--- src/include/psr_pkg.sv ---
// Constants, register map and carrier types of the proximity sensor register port.
// Assumes a single 250 MHz clock domain and the I2C pins sampled through psr_sync.
package psr_pkg;
  localparam logic [6:0] DEV_ADDR = 7'h60;
  localparam int RESULT_W = 12;
  localparam int THR_W = 16;

  localparam logic [7:0] CMD_CONF1 = 8'h00;
  localparam logic [7:0] CMD_CONF2 = 8'h03;
  localparam logic [7:0] CMD_CONF34 = 8'h04;
  localparam logic [7:0] CMD_LOW_THR = 8'h05;
  localparam logic [7:0] CMD_HIGH_THR = 8'h06;
  localparam logic [7:0] CMD_CANCEL = 8'h07;
  localparam logic [7:0] CMD_AUTOCAL = 8'h08;
  localparam logic [7:0] CMD_RESULT = 8'hf8;
  localparam logic [7:0] CMD_INT_FLAG = 8'hf9;
  localparam logic [7:0] CMD_IDENT = 8'hfa;
  localparam logic [7:0] CMD_AC_RESULT = 8'hfb;

  localparam logic [7:0] RST_CONF_LOW = 8'h01;
  localparam logic [7:0] RST_ZERO = 8'h00;

  localparam int MODE_LSB = 2;
  localparam int PERS_LSB = 4;
  localparam int SMART_BIT = 1;
  localparam int STOP_BIT = 0;
  localparam int FORCE_SEL_BIT = 6;
  localparam int FORCE_TRIG_BIT = 5;
  localparam int FLAG_HIGH_BIT = 1;
  localparam int FLAG_LOW_BIT = 0;
  localparam int AC_BUSY_BIT = 7;
  localparam int AC_SUN_BIT = 6;

  localparam logic [1:0] INT_OFF = 2'b00;
  localparam logic [1:0] INT_LOGIC = 2'b01;
  localparam logic [1:0] INT_FIRST_HIGH = 2'b10;
  localparam logic [1:0] INT_ON = 2'b11;

  localparam logic [3:0] BITS_PER_BYTE = 4'd8;

  typedef struct packed {
    logic [7:0] config_one_low;
    logic [7:0] config_one_high;
    logic [7:0] config_two_low;
    logic [7:0] config_two_high;
    logic [7:0] force_mode_config;
    logic [7:0] led_current_config;
    logic [7:0] autocal_config;
    logic [7:0] low_power_config;
  } psr_cfg_t;

  typedef struct packed {
    logic valid;
    logic [RESULT_W-1:0] raw;
  } psr_sample_t;

  typedef struct packed {
    logic busy;
    logic sunlight;
    logic [13:0] value;
  } psr_autocal_t;
endpackage

--- src/design/psr_port.sv ---
// Register bank, I2C slave and threshold interrupt of the proximity sensor.
// Assumes sample and calibration inputs come from logic on clk; pins are asynchronous.
// Operation
// - Answer as I2C slave only at the fixed 7-bit address 0x60.
// - Every access is a word transfer: command code, low byte, high byte.
// - Reading the interrupt flag register clears flags and releases the interrupt pin, except in logic mode.
// - Interrupt when result exceeds high threshold or falls below low threshold.
// - Interrupt only after the programmed count of consecutive out-of-window samples.
// - Smart persistence shortens response while still filtering false triggers.
// - Twelve-bit result is read-only, low part in low byte, high in high byte.
// - Low and high thresholds are read-write words that reset to zero.
// - Crosstalk cancellation word is read-write and is subtracted from the result.
// - Both configuration low bytes reset to 0x01, other writable bytes to 0x00.
// - Calibration result high byte also carries busy and sunlight status.
// - LED current, low power and calibration settings are read-write, resetting zero.
// - Interrupt mode field: off, logic high/low, first high, enabled.
// - Persistence field selects 1 to 4 consecutive samples.
// - Measure stop resets to 1; force mode is set before clearing stop.
`timescale 1ns/1ps
module psr_port #(
  // Identification word; the value is arbitrary.
  parameter logic [15:0] IDENT_WORD = 16'h00a5
) (
  input wire logic clk,
  input wire logic rst_b,
  input wire logic scl_in,
  input wire logic sda_in,
  output logic sda_out,
  output logic sda_oe,
  output logic int_out,
  output logic int_oe,
  input wire psr_pkg::psr_sample_t sample,
  input wire psr_pkg::psr_autocal_t autocal,
  output psr_pkg::psr_cfg_t cfg,
  output logic measure_run,
  output logic force_trigger
);
  typedef enum logic [3:0] {
    S_IDLE, S_ADDR, S_ADDR_ACK, S_CMD, S_CMD_ACK, S_WR, S_WR_ACK, S_RD, S_RD_ACK
  } psr_state_t;

  psr_state_t state;
  logic [1:0] pins;
  logic scl;
  logic sda;
  logic scl_d;
  logic sda_d;
  logic [3:0] bit_cnt;
  logic [7:0] shreg;
  logic [7:0] cmd;
  logic byte_hi;
  logic rd_mode;
  logic rd_more;
  logic drive_low;
  logic [15:0] low_thr;
  logic [15:0] high_thr;
  logic [15:0] cancel;
  logic [11:0] result;
  logic [1:0] flags;
  logic int_level;
  logic high_event;
  logic low_event;

  wire scl_rise = scl && !scl_d;
  wire scl_fall = !scl && scl_d;
  wire start_cond = scl && scl_d && sda_d && !sda;
  wire stop_cond = scl && scl_d && !sda_d && sda;
  wire byte_full = bit_cnt == psr_pkg::BITS_PER_BYTE;
  wire addr_hit = shreg[7:1] == psr_pkg::DEV_ADDR;
  wire wr_strobe = scl_fall && (state == S_WR) && byte_full;
  wire wr_lo = wr_strobe && !byte_hi;
  wire wr_hi = wr_strobe && byte_hi;
  wire rd_load = scl_fall && ((state == S_ADDR_ACK && rd_mode) || (state == S_RD_ACK && rd_more));
  wire rd_load_hi = (state == S_RD_ACK) ? !byte_hi : 1'b0;
  wire flag_read = rd_load && rd_load_hi && (cmd == psr_pkg::CMD_INT_FLAG);
  wire [1:0] mode = cfg.config_two_low[psr_pkg::MODE_LSB +: 2];
  wire [1:0] pers = cfg.config_two_low[psr_pkg::PERS_LSB +: 2];
  wire smart_en = cfg.config_two_low[psr_pkg::SMART_BIT];
  wire stopped = cfg.config_two_low[psr_pkg::STOP_BIT];
  wire [12:0] diff = {1'b0, sample.raw} - cancel[12:0];
  wire cancel_big = |cancel[15:12];
  // Cancellation is subtracted and the result floors at zero.
  wire [11:0] cancelled = (cancel_big || diff[12]) ? 12'h000 : diff[11:0];
  wire sample_take = sample.valid && !stopped;
  wire [7:0] ac_hi = {autocal.busy, autocal.sunlight, autocal.value[13:8]};
  wire set_high = high_event && (mode != psr_pkg::INT_OFF);
  wire set_low = low_event && (mode == psr_pkg::INT_ON || mode == psr_pkg::INT_LOGIC);
  logic [15:0] rd_word;
  wire [7:0] rd_byte = rd_load_hi ? rd_word[15:8] : rd_word[7:0];

  psr_sync #(
    .W(2),
    .RESET_VAL(2'b11)
  ) u_sync (
    .clk(clk),
    .rst_b(rst_b),
    .pin({scl_in, sda_in}),
    .stable(pins)
  );
  assign scl = pins[1];
  assign sda = pins[0];

  psr_persist u_persist (
    .clk(clk),
    .rst_b(rst_b),
    .sample_valid(sample_take),
    .result(cancelled),
    .low_thr(low_thr),
    .high_thr(high_thr),
    .pers_code(pers),
    .smart_en(smart_en),
    .high_event(high_event),
    .low_event(low_event)
  );

  // Read mux; the flag register sits in the high byte of its command.
  always_comb begin
    case (cmd)
      psr_pkg::CMD_CONF1: rd_word = {cfg.config_one_high, cfg.config_one_low};
      psr_pkg::CMD_CONF2: rd_word = {cfg.config_two_high, cfg.config_two_low};
      psr_pkg::CMD_CONF34: rd_word = {cfg.led_current_config, cfg.force_mode_config};
      psr_pkg::CMD_LOW_THR: rd_word = low_thr;
      psr_pkg::CMD_HIGH_THR: rd_word = high_thr;
      psr_pkg::CMD_CANCEL: rd_word = cancel;
      psr_pkg::CMD_AUTOCAL: rd_word = {cfg.low_power_config, cfg.autocal_config};
      psr_pkg::CMD_RESULT: rd_word = {4'h0, result};
      psr_pkg::CMD_INT_FLAG: rd_word = {6'h00, flags, psr_pkg::RST_ZERO};
      psr_pkg::CMD_IDENT: rd_word = IDENT_WORD;
      psr_pkg::CMD_AC_RESULT: rd_word = {ac_hi, autocal.value[7:0]};
      default: rd_word = 16'h0000;
    endcase
  end

  // Slave state machine: shift on SCL rise, drive on SCL fall.
  always_ff @(posedge clk or negedge rst_b) begin
    if (!rst_b) begin
      state <= S_IDLE;
      scl_d <= 1'b1;
      sda_d <= 1'b1;
      bit_cnt <= 4'd0;
      shreg <= 8'h00;
      cmd <= 8'h00;
      byte_hi <= 1'b0;
      rd_mode <= 1'b0;
      rd_more <= 1'b0;
      drive_low <= 1'b0;
    end else begin
      scl_d <= scl;
      sda_d <= sda;
      if (start_cond) begin
        // A repeated start keeps the command code for the read phase.
        state <= S_ADDR;
        bit_cnt <= 4'd0;
        drive_low <= 1'b0;
      end else if (stop_cond) begin
        state <= S_IDLE;
        drive_low <= 1'b0;
      end else begin
        case (state)
          S_IDLE: begin
            drive_low <= 1'b0;
          end
          S_ADDR, S_CMD, S_WR: begin
            if (scl_rise && !byte_full) begin
              shreg <= {shreg[6:0], sda};
              bit_cnt <= bit_cnt + 4'd1;
            end else if (scl_fall && byte_full) begin
              bit_cnt <= 4'd0;
              drive_low <= 1'b1;
              if (state == S_ADDR) begin
                // Only the fixed address is acknowledged.
                state <= addr_hit ? S_ADDR_ACK : S_IDLE;
                drive_low <= addr_hit;
                rd_mode <= shreg[0];
              end else if (state == S_CMD) begin
                state <= S_CMD_ACK;
                cmd <= shreg;
              end else begin
                // Bytes to read-only codes are still acknowledged.
                state <= S_WR_ACK;
              end
            end
          end
          S_ADDR_ACK, S_CMD_ACK, S_WR_ACK: begin
            if (scl_fall) begin
              drive_low <= 1'b0;
              if (state == S_ADDR_ACK && rd_mode) begin
                state <= S_RD;
                shreg <= rd_byte;
                byte_hi <= 1'b0;
                drive_low <= !rd_byte[7];
              end else if (state == S_ADDR_ACK) begin
                state <= S_CMD;
              end else begin
                // Command then low byte then high byte.
                state <= S_WR;
                byte_hi <= (state == S_WR_ACK) ? !byte_hi : 1'b0;
              end
            end
          end
          S_RD: begin
            if (scl_rise) begin
              bit_cnt <= bit_cnt + 4'd1;
            end else if (scl_fall) begin
              if (byte_full) begin
                state <= S_RD_ACK;
                bit_cnt <= 4'd0;
                drive_low <= 1'b0;
              end else begin
                shreg <= {shreg[6:0], 1'b0};
                drive_low <= !shreg[6];
              end
            end
          end
          S_RD_ACK: begin
            if (scl_rise) begin
              rd_more <= !sda;
            end else if (scl_fall) begin
              if (rd_more) begin
                // Low byte was sent first; the high byte follows.
                state <= S_RD;
                shreg <= rd_byte;
                byte_hi <= !byte_hi;
                drive_low <= !rd_byte[7];
              end else begin
                state <= S_IDLE;
              end
            end
          end
          default: begin
            state <= S_IDLE;
            drive_low <= 1'b0;
          end
        endcase
      end
    end
  end

  assign sda_out = 1'b0;
  assign sda_oe = drive_low;

  // Configuration bytes with their reset values.
  always_ff @(posedge clk or negedge rst_b) begin
    if (!rst_b) begin
      cfg.config_one_low <= psr_pkg::RST_CONF_LOW;
      cfg.config_one_high <= psr_pkg::RST_ZERO;
      cfg.config_two_low <= psr_pkg::RST_CONF_LOW;
      cfg.config_two_high <= psr_pkg::RST_ZERO;
      cfg.force_mode_config <= psr_pkg::RST_ZERO;
      cfg.led_current_config <= psr_pkg::RST_ZERO;
      cfg.autocal_config <= psr_pkg::RST_ZERO;
      cfg.low_power_config <= psr_pkg::RST_ZERO;
      low_thr <= 16'h0000;
      high_thr <= 16'h0000;
      cancel <= 16'h0000;
      force_trigger <= 1'b0;
    end else begin
      force_trigger <= 1'b0;
      if (wr_lo || wr_hi) begin
        case (cmd)
          psr_pkg::CMD_CONF1: begin
            if (wr_lo) cfg.config_one_low <= shreg;
            else cfg.config_one_high <= shreg;
          end
          psr_pkg::CMD_CONF2: begin
            if (wr_lo) cfg.config_two_low <= shreg;
            else cfg.config_two_high <= shreg;
          end
          psr_pkg::CMD_CONF34: begin
            if (wr_lo) begin
              // Trigger bit is not stored; it returns to zero by itself.
              cfg.force_mode_config <= shreg & ~(8'h01 << psr_pkg::FORCE_TRIG_BIT);
              force_trigger <= shreg[psr_pkg::FORCE_TRIG_BIT];
            end else begin
              cfg.led_current_config <= shreg;
            end
          end
          psr_pkg::CMD_LOW_THR: begin
            if (wr_lo) low_thr[7:0] <= shreg;
            else low_thr[15:8] <= shreg;
          end
          psr_pkg::CMD_HIGH_THR: begin
            if (wr_lo) high_thr[7:0] <= shreg;
            else high_thr[15:8] <= shreg;
          end
          psr_pkg::CMD_CANCEL: begin
            if (wr_lo) cancel[7:0] <= shreg;
            else cancel[15:8] <= shreg;
          end
          psr_pkg::CMD_AUTOCAL: begin
            if (wr_lo) cfg.autocal_config <= shreg;
            else cfg.low_power_config <= shreg;
          end
          default: begin
            force_trigger <= 1'b0;
          end
        endcase
      end
    end
  end

  // Result capture, sticky flags and interrupt pin.
  always_ff @(posedge clk or negedge rst_b) begin
    if (!rst_b) begin
      result <= 12'h000;
      flags <= 2'b00;
      int_level <= 1'b0;
    end else begin
      if (sample_take) begin
        result <= cancelled;
      end
      // A new event in the read cycle survives the clear.
      flags[psr_pkg::FLAG_HIGH_BIT] <= set_high || (flags[psr_pkg::FLAG_HIGH_BIT] && !flag_read);
      flags[psr_pkg::FLAG_LOW_BIT] <= set_low || (flags[psr_pkg::FLAG_LOW_BIT] && !flag_read);
      if (mode == psr_pkg::INT_LOGIC) begin
        // Logic mode: pin goes active above high, inactive below low.
        if (high_event) int_level <= 1'b1;
        else if (low_event) int_level <= 1'b0;
      end else begin
        int_level <= 1'b0;
      end
    end
  end

  assign measure_run = !stopped;
  assign int_out = 1'b0;
  // Open-drain interrupt pulled low by the logic level in logic mode, otherwise while a flag is active and the mode is not off.
  assign int_oe = (mode == psr_pkg::INT_LOGIC) ? int_level :
    ((mode != psr_pkg::INT_OFF) && (|flags));
endmodule // psr_port

--- src/design/psr_sync.sv ---
// Three-stage pin synchroniser with agreement filter.
// Assumes asynchronous inputs; output changes only when stages two and three agree.
`timescale 1ns/1ps
module psr_sync #(
  parameter int W = 2,
  parameter logic [W-1:0] RESET_VAL = '1
) (
  input wire logic clk,
  input wire logic rst_b,
  input wire logic [W-1:0] pin,
  output logic [W-1:0] stable
);
  logic [W-1:0] s1;
  logic [W-1:0] s2;
  logic [W-1:0] s3;

  genvar i;
  generate
    for (i = 0; i < W; i++) begin : g_bit
      always_ff @(posedge clk or negedge rst_b) begin
        if (!rst_b) begin
          s1[i] <= RESET_VAL[i];
          s2[i] <= RESET_VAL[i];
          s3[i] <= RESET_VAL[i];
          stable[i] <= RESET_VAL[i];
        end else begin
          s1[i] <= pin[i];
          s2[i] <= s1[i];
          s3[i] <= s2[i];
          if (s2[i] == s3[i]) begin
            stable[i] <= s3[i];
          end
        end
      end
    end
  endgenerate
endmodule // psr_sync

--- src/design/psr_persist.sv ---
// Threshold window comparison with persistence counting.
// Assumes one result per sample_valid pulse from same-clock logic.
`timescale 1ns/1ps
module psr_persist #(
  parameter int RW = psr_pkg::RESULT_W,
  parameter int TW = psr_pkg::THR_W
) (
  input wire logic clk,
  input wire logic rst_b,
  input wire logic sample_valid,
  input wire logic [RW-1:0] result,
  input wire logic [TW-1:0] low_thr,
  input wire logic [TW-1:0] high_thr,
  input wire logic [1:0] pers_code,
  input wire logic smart_en,
  output logic high_event,
  output logic low_event
);
  logic [2:0] high_cnt;
  logic [2:0] low_cnt;
  logic [2:0] base_req;
  logic [2:0] need;
  logic over;
  logic under;
  logic [2:0] next_high_cnt;
  logic [2:0] next_low_cnt;

  // Codes 0..3 require 1..4 consecutive samples.
  assign base_req = {1'b0, pers_code} + 3'd1;
  // Smart persistence drops one sample from the requirement but never below one.
  assign need = (smart_en && base_req > 3'd1) ? base_req - 3'd1 : base_req;
  assign over = {{(TW-RW){1'b0}}, result} > high_thr;
  assign under = {{(TW-RW){1'b0}}, result} < low_thr;
  assign next_high_cnt = over ? ((high_cnt == 3'd4) ? high_cnt : high_cnt + 3'd1) : 3'd0;
  assign next_low_cnt = under ? ((low_cnt == 3'd4) ? low_cnt : low_cnt + 3'd1) : 3'd0;

  always_ff @(posedge clk or negedge rst_b) begin
    if (!rst_b) begin
      high_cnt <= 3'd0;
      low_cnt <= 3'd0;
      high_event <= 1'b0;
      low_event <= 1'b0;
    end else begin
      high_event <= 1'b0;
      low_event <= 1'b0;
      if (sample_valid) begin
        high_cnt <= next_high_cnt;
        low_cnt <= next_low_cnt;
        // Event fires on the sample that meets the count, and on every later one when the count needed is four.
        high_event <= over && (next_high_cnt == need);
        low_event <= under && (next_low_cnt == need);
      end
    end
  end
endmodule // psr_persist

--- config.mk ---
export PLATFORM = sky130hd
export DESIGN_NAME = psr_port
export DESIGN_NICKNAME = d
export VERILOG_FILES = /design/src/include/psr_pkg.sv /design/src/design/psr_port.sv /design/src/design/psr_sync.sv /design/src/design/psr_persist.sv
export SDC_FILE = /design/constraint.sdc
export NUM_CORES = 1
export LEC_CHECK = 0
export ABC_AREA = 1
export BUFFER_PORTS_ARGS = -buffer_cell sky130_fd_sc_hd__buf_2
export CORE_MARGIN = 8
export CORE_UTILIZATION = 60
export CTS_BUF_LIST = sky130_fd_sc_hd__clkbuf_4
export CTS_CLUSTER_DIAMETER = 40
export DETAILED_ROUTE_END_ITERATION = 10
export PLACE_DENSITY = 0.81
export RECOVER_POWER = 25
export SLEW_MARGIN = 10
export SYNTH_ARGS = -nofsm -noshare
export SYNTH_HDL_FRONTEND = slang
export SYNTH_HIERARCHICAL = 1
export SYNTH_SLANG_ARGS = --single-unit
--- constraint.sdc ---
create_clock -name clk -period 5.3 [get_ports clk]
set_clock_uncertainty 0.2 [all_clocks]
set_input_delay 0 -clock clk [delete_from_list [all_inputs] [get_ports clk]]
set_output_delay 0 -clock clk [all_outputs]
set_load 0.05 [all_outputs]
==> results.cfg <==
[synth]
synthDistinctLibCells = 46
yosysSeqAreaShare = 0.4253
synth_warnings = 6
syn_area_um2 = 10210
synthArstFlopShare = 1.000
syn_inst = 1339
avgSynthCellArea_um2 = 7.629
synth_ff_type = dfrtp_1
ys_seq_elements = 173
synth_edf_count = 0

[grt]
grt_use_total = 0.2891
antenna_found_initial = 1
grt-ovfl-total = 0
grt_pass1_vias = 9080
grt_max_degree = 80
grt_pass1_wl_um = 48880

[die]
ioPinCount = 103
fp.dieH_um = 146.5
die-area_um2 = 21460
initial_core_util = 0.6138
die_x_um = 146.5
coreArea_um2 = 16640
row_count = 47

[cells_and_area]
syn_to_final_growth_pct = 12.37
layout_commonest_cell = nand2_1
final_cell_mix = 399 x nand2_1, 161 x dfrtp_1, 146 x inv_1, 133 x nor2_1, 96 x buf_2
fin_cells = 1702
drive_gt1_frac = 0.1384
fin_nets = 1549

[pwr]
p_leak_nw = 5.940
vdd_ir_drop_max_v = 0.0001968
p_per_area_nw_per_um2 = 249.5

[clock_network]
htree_levels = 4
cts_root_buffer = clkbuf_4
clkTransAtPathRegs_ps = 150
cts.path.max_buffers = 2
cts_tree = yes
clk-insertion-delay-late_ps = 600
cts_num_sinks = 173
cts_buffers = 17
post_cts_buffers = 0

[sta]
rsz0062_at_grt = false
tns_ps = 0
fin_crit_ps = 3876
finalSetupViolCount = 0
relSlewSlack = -0.8131
fin_crit_sh = 0.7314
fmax_ghz = 0.2580
slew_viol_final = 95
worst_pin_slew_ps = 2720
hold_viol_final = 0

[placement]
io_buffer_count = 99
dp_hpwl_um = 22550
gp_congestion = 1.016
placed_cells = 1624

[flow_run]
cap_viol_max_count = 2

[worst_setup_path]
crit_required_ps = 5630
start_kind = flip-flop
crit_path_end_kind = flip-flop
crit_type = reg -> reg
crit_arrival_ps = 4210
crit_path_max_fanout = 5

[drt]
routed_wl_um = 30910
vias = 9502
routed_via_density = 5.583
routedWlPerCell_um = 18.16
drc = 0
dr.pass1.iters = 6
ant_nets = 0
drt_iter0_drc = 879

[outcome]
status = finished, violations left
violations = capacitance limit, slew limit

[min_path]
hold_class = reg -> reg
[final cells by class]
| type | instances | area [um2] |
|---|---|---|
| Sequential cell | 173 | 4344 |
| Clock inverter | 15 | 183.9 |
| Tap cell | 220 | 275.3 |
| Inverter | 150 | 563.0 |
| Antenna cell | 1 | 2.502 |
| Multi-Input combinational cell | 980 | 5035 |
| Fill cell | 1449 | 5164 |
| Timing Repair Buffer | 146 | 947.2 |
| Clock buffer | 17 | 127.6 |
[logic make-up (layout without fill, tap and decap cells)]
family,Yosys count,in the layout,synth area share
AND/OR/NAND/NOR,695,695,0.2951
AO/OA/AOI/OAI,219,219,0.1236
buffers and inverters,188,328,0.08256
flip-flops,173,173,0.4253
adder cells (fa/ha/maj),48,48,0.05953
XOR/XNOR,15,15,0.01360
other,1,4,0.0003671
[timing repair]
action / CTS / global route
hold buffers: 45 / 0
hold endpoints to repair: 185 / 0
resized for setup: 0 / 0
[synthesized netlist by cell type, types with 4 or more instances]
cell,count,area [um2]
nand2_1,399,1498
dfrtp_1,161,4029
inv_1,146,548.0
nor2_1,133,499.2
nand3_1,90,450.4
o21ai_1,77,385.4
o21ai_0,55,275.3
ha_1,47,588.1
a21oi_1,38,190.2
o21ai_2,35,306.5
nor3_1,20,100.1
buf_6,14,157.7
nand2_4,14,157.7
clkbuf_1,12,45.04
dfstp_2,12,315.3
xor2_1,11,96.34
nand4_1,8,50.05
buf_4,7,52.55
buf_2,5,25.02
nand2_2,5,31.28
nor3b_1,4,30.03
nor4_1,4,25.02
[path summary, 6_finish.rpt]
kind,startpoint,end,slack (ps),cells after the start
worst min register to register,u_sync/s1[1],u_sync/s2[1],170,0
worst max-delay path,cancel[0],u_persist/high_event,1420,22
min in group asynchronous,rst_b,cfg[40],540,3
max in group asynchronous,rst_b,cfg[34],1770,4
worst min-delay path,u_sync/s1[1],u_sync/s2[1],170,0
worst max register to register,cancel[0],u_persist/high_event,1420,22
[stage by stage]
step / area [um2] / power [mW] / utilization / worst slack, ps / hold slack [ps]
after CTS: 11510 / 2.867 / 0.6918 / 1462 / 166.2
after global routing: 11480 / 2.990 / 0.6897 / 1134 / 169.5
after floorplan: 10220 / 1.828 / - / 2312 / -495.6
after detailed placement: 10730 / 2.014 / 0.6450 / 1908 / -235.0
final: 11480 / 2.864 / 0.6897 / 1424 / 173.2
after global placement: 10730 / 2.003 / 0.6450 / 2024 / -239.7
[report_power, final]
group	internal [mW]	switching, mW
registers	1.38	0.0497
clock network	0.335	0.507
logic	0.175	0.416
[critical path, stage by stage, from the launching register on]
cell           delay [ps]
dfrtp_1               400
ha_1                  150
inv_1                  60
fa_1                  400
nand3_1               100
nand3_1               140
nand2_1               120
nand2_1                80
nand2_1                60
nand2_1                50
xor2_1                160
dlygate4sd3_1         590
nand2_1                80
inv_1                  60
ha_1                  260
nand2_1                70
o21ai_0               200
nand3_1               120
nand2_2               140
nand3_1               100
nor2_1                120
nand3_1                80
nor2_1                 90
[registers in the layout, summed over array words and instances (netlist names), 3 cells and up]
name	cells
u_persist/high_cnt	3
bit_cnt	4
cancel	16
shreg	8
cmd	8
u_persist/low_cnt	3
result	12
high_thr	16
state	4
cfg	63
low_thr	16
[layer usage]
| metal | wire length, um | global-route usage | up-vias |
|---|---|---|---|
| met5 | 0 | 0 | - |
| met4 | 1022 | 0.1185 | 0 |
| met3 | 2674 | 0.06489 | 68 |
| met2 | 14170 | 0.4465 | 427 |
| met1 | 13040 | 0.3863 | 4445 |
| li1 | - | - | 4562 |
No activity file was read; power rests on OpenSTA's default activity.
